File: src/hdl/sbfw_pkg.sv
// shared constants and types for the serial boot flash write receiver
package sbfw_pkg;

   // ********************************
   // byte values on the serial link
   // ********************************
   localparam logic [7:0] MATCH_A = 8'h86;   // first matching byte, option a
   localparam logic [7:0] MATCH_B = 8'h30;   // first matching byte, option b
   localparam logic [7:0] OP_WRITE = 8'h30;  // flash write operation command
   localparam logic [7:0] RES_OK = 8'h55;    // completion code
   localparam logic [7:0] RES_OVW = 8'haa;   // overwrite detected code

   // ********************************
   // frame and record layout
   // ********************************
   localparam logic [8:0] ADDR_BYTES = 9'h006;   // two 24-bit addresses
   localparam logic [8:0] CNT_ADDR_BYTES = 9'h003;
   localparam logic [8:0] REC_HDR = 9'h004;      // len, addr hi, addr lo, type
   localparam logic [8:0] REC_IDX_AHI = 9'h001;
   localparam logic [8:0] REC_IDX_ALO = 9'h002;
   localparam logic [8:0] REC_IDX_TYPE = 9'h003;
   localparam logic [7:0] REC_TYPE_EOF = 8'h01;  // end-of-file record
   localparam logic [3:0] UART_LAST_BIT = 4'h9;  // start, 8 data, stop

   // ********************************
   // reset values
   // ********************************
   localparam logic [15:0] CKS_RESET = 16'h0000;
   localparam logic [23:0] ADDR_RESET = 24'h000000;

   // ********************************
   // types
   // ********************************
   typedef enum logic [2:0] {
      ST_MATCH,
      ST_CMD,
      ST_ADDR,
      ST_PWD,
      ST_REC,
      ST_RESP,
      ST_DONE
   } sbfw_state_t;

   // one byte headed for flash
   typedef struct packed {
      logic valid;
      logic [23:0] addr;
      logic [7:0] data;
   } sbfw_flash_wr_t;

   // one byte of the password string
   typedef struct packed {
      logic valid;
      logic [7:0] data;
   } sbfw_byte_t;

endpackage

File: src/hdl/sbfw_top.sv
// serial boot flash write command receiver with its own serial port
// What this block does
// - echo correct matching byte and write command byte back to the host
// - all bytes both ways run at the adjusted baud divisor
// - nothing is sent back while address and password bytes arrive
// - completion code is byte n-2, or byte n when no checksum bytes follow; overwrite code is always byte n
// - on success send checksum high byte, then checksum low byte
// - after an error seen before the result code goes out no checksum bytes are sent
module sbfw_top
   import sbfw_pkg::*;
(
   input wire logic mclk_in,
   input wire logic reset_in,
   input wire logic [15:0] baud_div_in,
   input wire logic rxd_in,
   input wire logic [7:0] pwd_len_in,
   input wire logic overwrite_in,
   output logic txd_out,
   output logic [23:0] pwd_cnt_addr_out,
   output logic [23:0] pwd_cmp_addr_out,
   output sbfw_byte_t pwd_byte_out,
   output sbfw_flash_wr_t flash_wr_out,
   output logic done_out,
   output logic error_out
);

   // ********************************
   // state record
   // ********************************
   typedef struct packed {
      sbfw_state_t state;
      logic rx_busy;
      logic [15:0] rx_cnt;
      logic [3:0] rx_bit;
      logic [7:0] rx_sh;
      logic rx_vld;
      logic [7:0] rx_byte;
      logic tx_busy;
      logic [15:0] tx_cnt;
      logic [3:0] tx_bit;
      logic [9:0] tx_sh;
      logic txd;
      logic [1:0] resp_idx;
      logic [8:0] idx;
      logic [7:0] rec_len;
      logic [7:0] rec_type;
      logic [15:0] rec_addr;
      logic [23:0] cnt_addr;
      logic [23:0] cmp_addr;
      logic [15:0] cks;
      logic ovw;
      logic ferr;
      logic err;
      sbfw_byte_t pwd;
      sbfw_flash_wr_t wr;
      logic done;
   } sbfw_regs_t;

   sbfw_regs_t q;
   sbfw_regs_t d;
   logic [15:0] bit_len;
   logic [7:0] b;
   logic [8:0] rec_end;

   // bit counter reload, one less than the bit time in clocks, guarded so a zero divisor cannot stall
   assign bit_len = (baud_div_in < 16'h0002) ? 16'h0001 :
      baud_div_in - 16'h0001;
   assign b = q.rx_byte;
   assign rec_end = {1'b0, q.rec_len} + REC_HDR;

   // ********************************
   // next state
   // ********************************
   always_comb begin
      d = q;
      d.rx_vld = 1'b0;
      d.pwd.valid = 1'b0;
      d.wr.valid = 1'b0;

      if (!q.rx_busy) begin
         if (!rxd_in) begin
            d.rx_busy = 1'b1;
            // detect edge already spent one clock, so half a bit minus one
            d.rx_cnt = {1'b0, baud_div_in[15:1]} - 16'h0001;  // mid-bit
            d.rx_bit = 4'h0;
         end
      end else if (q.rx_cnt != 16'h0000) begin
         d.rx_cnt = q.rx_cnt - 16'h0001;
      end else begin
         d.rx_cnt = bit_len;
         d.rx_bit = q.rx_bit + 4'h1;
         if (q.rx_bit == 4'h0) begin
            // a start bit that went high again was a glitch
            if (rxd_in) begin
               d.rx_busy = 1'b0;
            end
         end else if (q.rx_bit == UART_LAST_BIT) begin
            d.rx_busy = 1'b0;
            if (rxd_in) begin
               d.rx_vld = 1'b1;
               d.rx_byte = q.rx_sh;
            end else begin
               d.ferr = 1'b1;  // bad stop bit, byte dropped
            end
         end else begin
            d.rx_sh = {rxd_in, q.rx_sh[7:1]};
         end
      end

      if (q.tx_busy) begin
         if (q.tx_cnt != 16'h0000) begin
            d.tx_cnt = q.tx_cnt - 16'h0001;
         end else begin
            d.tx_cnt = bit_len;
            if (q.tx_bit == UART_LAST_BIT) begin
               d.tx_busy = 1'b0;
               d.txd = 1'b1;
            end else begin
               d.tx_sh = {1'b1, q.tx_sh[9:1]};
               d.txd = q.tx_sh[1];
               d.tx_bit = q.tx_bit + 4'h1;
            end
         end
      end

      // overwrite is sticky, a new report always wins
      if (overwrite_in) begin
         d.ovw = 1'b1;
      end

      // error flag kept in a flop so the port has no gate in front
      d.err = d.ovw | d.ferr;

      // command sequence, one step per received byte, then one step per reply byte sent
      unique case (q.state)
         ST_MATCH: begin
            if (q.rx_vld && (b == MATCH_A || b == MATCH_B)) begin
               d.state = ST_CMD;
               d.tx_busy = 1'b1;
               d.tx_sh = {1'b1, b, 1'b0};
               d.txd = 1'b0;
               d.tx_bit = 4'h0;
               d.tx_cnt = bit_len;
            end
         end
         ST_CMD: begin
            if (q.rx_vld) begin
               // only the write command moves on
               if (b == OP_WRITE) begin
                  d.state = ST_ADDR;
                  d.idx = 9'h000;
                  d.tx_busy = 1'b1;
                  d.tx_sh = {1'b1, b, 1'b0};
                  d.txd = 1'b0;
                  d.tx_bit = 4'h0;
                  d.tx_cnt = bit_len;
               end else begin
                  d.state = ST_MATCH;
               end
            end
         end
         ST_ADDR: begin
            if (q.rx_vld) begin
               d.idx = q.idx + 9'h001;
               if (q.idx < CNT_ADDR_BYTES) begin
                  d.cnt_addr = {q.cnt_addr[15:0], b};
               end else begin
                  d.cmp_addr = {q.cmp_addr[15:0], b};
               end
               if (q.idx == ADDR_BYTES - 9'h001) begin
                  d.idx = 9'h000;
                  d.state = (pwd_len_in == 8'h00) ? ST_REC : ST_PWD;
               end
            end
         end
         ST_PWD: begin
            // password bytes passed on, no reply
            if (q.rx_vld) begin
               d.pwd.valid = 1'b1;
               d.pwd.data = b;
               d.idx = q.idx + 9'h001;
               if (q.idx[7:0] == pwd_len_in - 8'h01) begin
                  d.idx = 9'h000;
                  d.state = ST_REC;
               end
            end
         end
         ST_REC: begin
            if (q.rx_vld) begin
               d.idx = q.idx + 9'h001;
               if (q.idx == 9'h000) begin
                  d.rec_len = b;
               end else if (q.idx == REC_IDX_AHI) begin
                  d.rec_addr[15:8] = b;
               end else if (q.idx == REC_IDX_ALO) begin
                  d.rec_addr[7:0] = b;
               end else if (q.idx == REC_IDX_TYPE) begin
                  d.rec_type = b;
               end else if (q.idx < rec_end) begin
                  d.wr.valid = 1'b1;
                  d.wr.addr = {8'h00, q.rec_addr};
                  d.wr.data = b;
                  d.rec_addr = q.rec_addr + 16'h0001;
                  d.cks = q.cks + {8'h00, b};
               end else begin
                  // record checksum byte closes the record
                  d.idx = 9'h000;
                  if (q.rec_type == REC_TYPE_EOF) begin
                     d.state = ST_RESP;
                     d.resp_idx = 2'h0;
                  end
               end
            end
         end
         ST_RESP: begin
            if (!q.tx_busy) begin
               d.tx_busy = 1'b1;
               d.txd = 1'b0;
               d.tx_bit = 4'h0;
               d.tx_cnt = bit_len;
               d.resp_idx = q.resp_idx + 2'h1;
               if (q.resp_idx == 2'h0) begin
                  d.tx_sh = {1'b1, (q.ovw ? RES_OVW : RES_OK), 1'b0};
                  if (q.ovw || q.ferr) begin
                     d.state = ST_DONE;
                  end
               end else if (q.resp_idx == 2'h1) begin
                  d.tx_sh = {1'b1, q.cks[15:8], 1'b0};
               end else begin
                  d.tx_sh = {1'b1, q.cks[7:0], 1'b0};
                  d.state = ST_DONE;
               end
            end
         end
         ST_DONE: begin
            // session over; only a reset starts another
            d.done = ~q.tx_busy;
         end
         default: begin
            d.state = ST_MATCH;
         end
      endcase
   end

   // ********************************
   // registers
   // ********************************
   always_ff @(posedge mclk_in) begin
      if (reset_in) begin
         q <= '0;
         q.state <= ST_MATCH;
         q.txd <= 1'b1;  // line idles high
         q.cks <= CKS_RESET;
         q.cnt_addr <= ADDR_RESET;
         q.cmp_addr <= ADDR_RESET;
      end else begin
         q <= d;
      end
   end

   // outputs straight from the state record
   assign txd_out = q.txd;
   assign pwd_cnt_addr_out = q.cnt_addr;
   assign pwd_cmp_addr_out = q.cmp_addr;
   assign pwd_byte_out = q.pwd;
   assign flash_wr_out = q.wr;
   assign done_out = q.done;
   assign error_out = q.err;

endmodule

File: config.mk
export PLATFORM = sky130hd
export DESIGN_NAME = sbfw_top
export DESIGN_NICKNAME = d
export VERILOG_FILES = /design/src/hdl/sbfw_pkg.sv /design/src/hdl/sbfw_top.sv
export SDC_FILE = /design/constraint.sdc
export NUM_CORES = 1
export LEC_CHECK = 0
export ABC_AREA = 0
export BUFFER_PORTS_ARGS = -buffer_cell sky130_fd_sc_hd__buf_4
export CORE_UTILIZATION = 45
export CTS_CLUSTER_SIZE = 8
export DETAILED_ROUTE_END_ITERATION = 6
export GPL_TIMING_DRIVEN = 0
export RECOVER_POWER = 50
export SYNTH_ARGS = -nofsm -noshare
export SYNTH_HDL_FRONTEND = slang
export SYNTH_SLANG_ARGS = --single-unit
File: constraint.sdc
create_clock -name mclk_in -period 3.1 [get_ports mclk_in]
set_input_delay 0.155 -clock mclk_in [delete_from_list [all_inputs] [get_ports mclk_in]]
set_output_delay 0.155 -clock mclk_in [all_outputs]
set_load 0.01 [all_outputs]
[After elaboration in Yosys (flattened, before gate mapping)]
Index checks and enable logic that the tools add are counted.
Storage, ports and cells
  word-level logic and storage cells: 211
  input bits: 28
  output and inout bits: 93
  register bits after elaboration: 218
Cells by class
  add/sub/neg operators: 12
  reductions and logical operators: 31
  equality and inequality tests: 39
  bitwise logic cells: 15
  mux-type cells: 81
  $lt $le $gt $ge: 3
Operator list (number)
  $mux W32: 4
  $mux W16: 6
  $pmux W32 S3: 1
  $mux W9: 10
  $mux W8: 8
  $mux W21: 3
  $mux W11: 5
  $mux W3: 18
  $sub A16 B1 Y16 const B: 3
  $mux W43: 1
  $ne A2 B2 Y1 const B: 19
  $pmux W9 S4: 1
  $mux W34: 1
  $mux W33: 1
  $reduce_bool A16 Y1: 2
  $mux W24: 1
  $reduce_and A6 Y1: 4
  $pmux W3 S7: 1
  $eq A9 B2 Y1 const B: 2
  $mux W17: 1
  $reduce_and A17 Y1: 1
  $add A16 B1 Y16 const B: 1
  $add A16 B8 Y16: 1
  $lt A16 B2 Y1 const B: 1
  47 further kinds: 85

[Logic depth before layout (Yosys ltp)]
  depth in word-level cells: 9
  gate-level depth with buffers: 13

[Worst setup path after synthesis]
No wires, ideal clock.
  kind: flip-flop to flip-flop
  start point: reg q[136] (netlist bit)
  end point: reg q[50] (netlist bit)
  arrival: 2.577 ns
  data required time: 3.030 ns
  clock period less this slack: 2.648 ns
  buffers on the path: 1
  path slack: 0.452 ns
  cell stages (with the launch flop): 13
  cell sequence: dfxtp_1 ha_1 and3_1 nand3_1 ha_1 a211oi_1 o21ai_0 a21oi_1 o21ai_1 or2_2 clkbuf_1 or3_1 a21oi_1
On the way
  cells in the longest elaborated chain, start to end: 3
RTL lines
  from (decl): line sbfw_top.sv:59  | sbfw_regs_t q;
  $add A8 B3 Y9: line sbfw_top.sv:69  | assign rec_end = {1'b0, q.rec_len} + REC_HDR;
  $lt A9 B9 Y1: line sbfw_top.sv:199  | end else if (q.idx < rec_end) begin
  $reduce_and A7 Y1 (no line)
No other way between the ends.
A chain may end at the register's enable or synchronous reset.

[Worst setup path after layout]
  start point: reg q[213] (netlist bit)
  end point: reg q (netlist bit b[7])
On the way
  cells in the longest elaborated chain, start to end: 3
RTL lines
  $reduce_bool A16 Y1: line sbfw_top.sv:87  | end else if (q.rx_cnt != 16'h0000) begin
  $not A1 Y1 (no line)
  $reduce_and A5 Y1 (no line)
No other way between the ends.

==> impl_metrics.toml <==
[clocking]
cts_tree = "yes"
clk_pin_slew_ns = 0.05
cts-buffers-inserted = 31
cts-htree-levels = 1
clock-root-buffer = "clkbuf_16"
cts_buffer_depth = 3
numClockSinks = 217
clkLatencyLatePin_ns = 0.55

[floorplan]
pin_count = 121
rows = 60
core-area_sq_um = 27000
start_util = 0.460
die-area_sq_um = 28300
die_h_um = 168
die_x_um = 168

[setup_path]
crit_type = "reg -> reg"
worstSetupEndpointType = "flop"
worstRegToRegCells = 8
cp_num_cells = 8
crit_chain = "or4_4 -> or4b_4 -> nor3_4 -> nand2_4 -> or3_1 -> buf_2 -> nand2_1 -> a21oi_1"
cp.required_ns = 3.50
path_delay_family = "simple AND/OR/NAND/NOR gates"
cp.buffers_inverters = 1
max_stage_delay_ns = 0.58
cpMaxStageDelayCell = "or4_4"
cp-start-kind = "flop"
crit_fanout = 10
arrival_ns = 3.40

[global_routing]
track_usage = 0.267
grt_max_degree = 16
busiest_layer = "met2"
grt_pass1_vias = 11272
use_met2 = 0.432
grt_overflow_total = 0
antenna_found_initial = 0
grtUsageMet3 = 0.0317
use_met1 = 0.359
grt_first_pass_wirelength_mm = 60.3

[placed_design]
gp_congestion = 0.930
hpwl_mm = 27.9
dpl.cell_count = 2102
dp_slack_ns = -0.581
port_buffers = 110
placed_cell_area_sq_um = 13700

[drt]
post_drt_wl_per_cell_um = 17.8
dr.pass1.iters = 7
vias = 11999
vias_per_cell = 5.61
drtAntennaViolNets = 0
drt_iter0_drc = 800
routed_wirelength_mm = 38.0
drc_errors = 0

[sta]
fin_crit_sh = 0.967
finalSetupViolations = 0
hold_viol = 0
worstMarginPinSlew_ns = 1.15
slew_violations = 0
setup_ws_ns = 0.102
period_needed_ns = 3.00
skew_ns = 0.0110
slew_headroom = 0.223
fmax_ghz = 0.334

[hold_path]
whs_path_depth = 3
hold_class = "in -> reg"

[final_layout]
fin_cells = 2138
fin_nets = 1861
area_growth_pct = 16.2
final_area_sq_um = 14400
diodes = 0
fin_util = 0.534
drive_gt1_frac = 0.130

[yosys]
ys_ff_latch = 217
ys_types = 73
synth.yosys.seq_area_share = 0.350
synth.avg_cell_area_sq_um = 7.56
synth-edff-count = 0
synth_cells = 1644
synth_warnings = 0
syn_area_sq_um = 12400
yosys_most_used_dff = "dfxtp_1"
synthArstFlopShare = 0

[status]
outcome = "complete, no violations"

[power_and_ir_drop]
power_w = 0.00626
p_leak_nw = 5.33
vdd_drop_max_mv = 0.481
powerDensity_nw_per_um2 = 434

[job]
maxCapViolCount = 0
## cell usage after synthesis (13+ instances only)
master	number	area, sq um
nor2b_1	16	100
xnor2_1	47	412
o21ai_0	62	310
ha_1	36	450
a21oi_1	184	921
a211oi_1	23	173
nand2b_1	14	87.6
o211ai_1	19	143
buf_4	90	676
nand2_1	326	1220
nor4_1	17	106
nand3_1	35	175
xor2_1	27	236
dfxtp_1	217	4340
clkbuf_1	88	330
and2_1	14	87.6
o22ai_1	13	81.3
nor2_1	115	432
and3_1	23	144
nor3_1	37	185
inv_1	39	146
mux2i_1	28	280
## routing by layer
metal / vias to the layer above / part of all wire
met3: 90 / 0.058
li1: 5923 / -
met5: - / 0
met4: 0 / 0.040
met2: 394 / 0.45
met1: 5592 / 0.46
## logic make-up after synthesis
kind of cell	count (synthesis)	synth area share
adder cells (fa/ha/maj)	37	0.0378
other	1	0.000302
XOR/XNOR	74	0.0521
buffers and inverters	223	0.0947
AO/OA/AOI/OAI	396	0.192
flip-flops	217	0.350
multiplexers	32	0.0262
AND/OR/NAND/NOR	664	0.247
## what timing repair did
item | CTS | global route
endpoints found under the hold margin | 2 | 0
setup endpoints to repair | 50 | 113
gates resized for setup | 18 | 20
hold buffers | 1 | 0
pin swaps | 0 | 0
setup buffers | 0 | 3
## layout by cell type, fill, tap and decap left out, types with 14 or more instances in the layout
| master | count |
|---|---|
| nand2b_1 | 14 |
| o21ai_0 | 60 |
| a211oi_1 | 22 |
| o211ai_1 | 19 |
| nor4_1 | 16 |
| xor2_1 | 27 |
| mux2i_1 | 28 |
| nor2b_1 | 16 |
| inv_1 | 39 |
| a21oi_1 | 181 |
| ha_1 | 36 |
| nand3_1 | 35 |
| nor2_1 | 114 |
| nand2_1 | 326 |
| clkbuf_4 | 37 |
| and3_1 | 23 |
| nor3_1 | 34 |
| clkbuf_1 | 130 |
| xnor2_1 | 47 |
| buf_4 | 118 |
| dfxtp_1 | 216 |
| clkbuf_16 | 31 |
## final cells by class
cell class                 instances  area, sq um
fill                            2725        12600
multi-input combinational       1211         7020
sequential                       217         4350
buffer                           180         1030
clock buffer                      32          779
timing repair buffer             114          667
tap                              341          427
inverter                          41          154
clock inverter                     2         17.5
## worst reg2reg max path: stages (launching register included)
cell     delay [ns]
dfxtp_1        0.37
or4_4          0.58
or4b_4         0.56
nor3_4         0.51
nand2_4        0.14
or3_1          0.36
buf_2          0.18
nand2_1        0.08
a21oi_1        0.07
## state kept, by name, summed over array words and instances, names as in the netlist
signal            flops
done_out              1
pwd_cmp_addr_out     24
pwd_cnt_addr_out     24
q                   124
txd_out               1
error_out             1
b                     8
flash_wr_out         25
pwd_byte_out          9
## stage by stage
step	hold slack, ns	TNS, ns
finish	0.0320	0
global placement	0.386	-16.30
global route	0.0472	-0.0385
detailed placement	0.399	-16.48
floorplan	0.281	0
CTS	0.00115	0
## report_power, final
part	switching, W	internal (W)	leakage, nW
logic	0.000324	0.000176	3.18
clock network	0.00116	0.00174	0.392
registers	0.0000331	0.00282	1.75
## final timing paths
path / from / to / slack (ns)
setup reg to reg: q[213]$_SDFFE_PP0P_ / b[7]$_SDFFE_PP0P_ / 0.10
hold reg to reg: q[134]$_SDFFE_PP0P_ / q[134]$_SDFFE_PP0P_ / 0.45
setup / recovery: q[213]$_SDFFE_PP0P_ / b[7]$_SDFFE_PP0P_ / 0.10
hold / removal: reset_in / q[149]$_SDFFE_PP0P_ / 0.03
(Power assumes the default switching activity.)
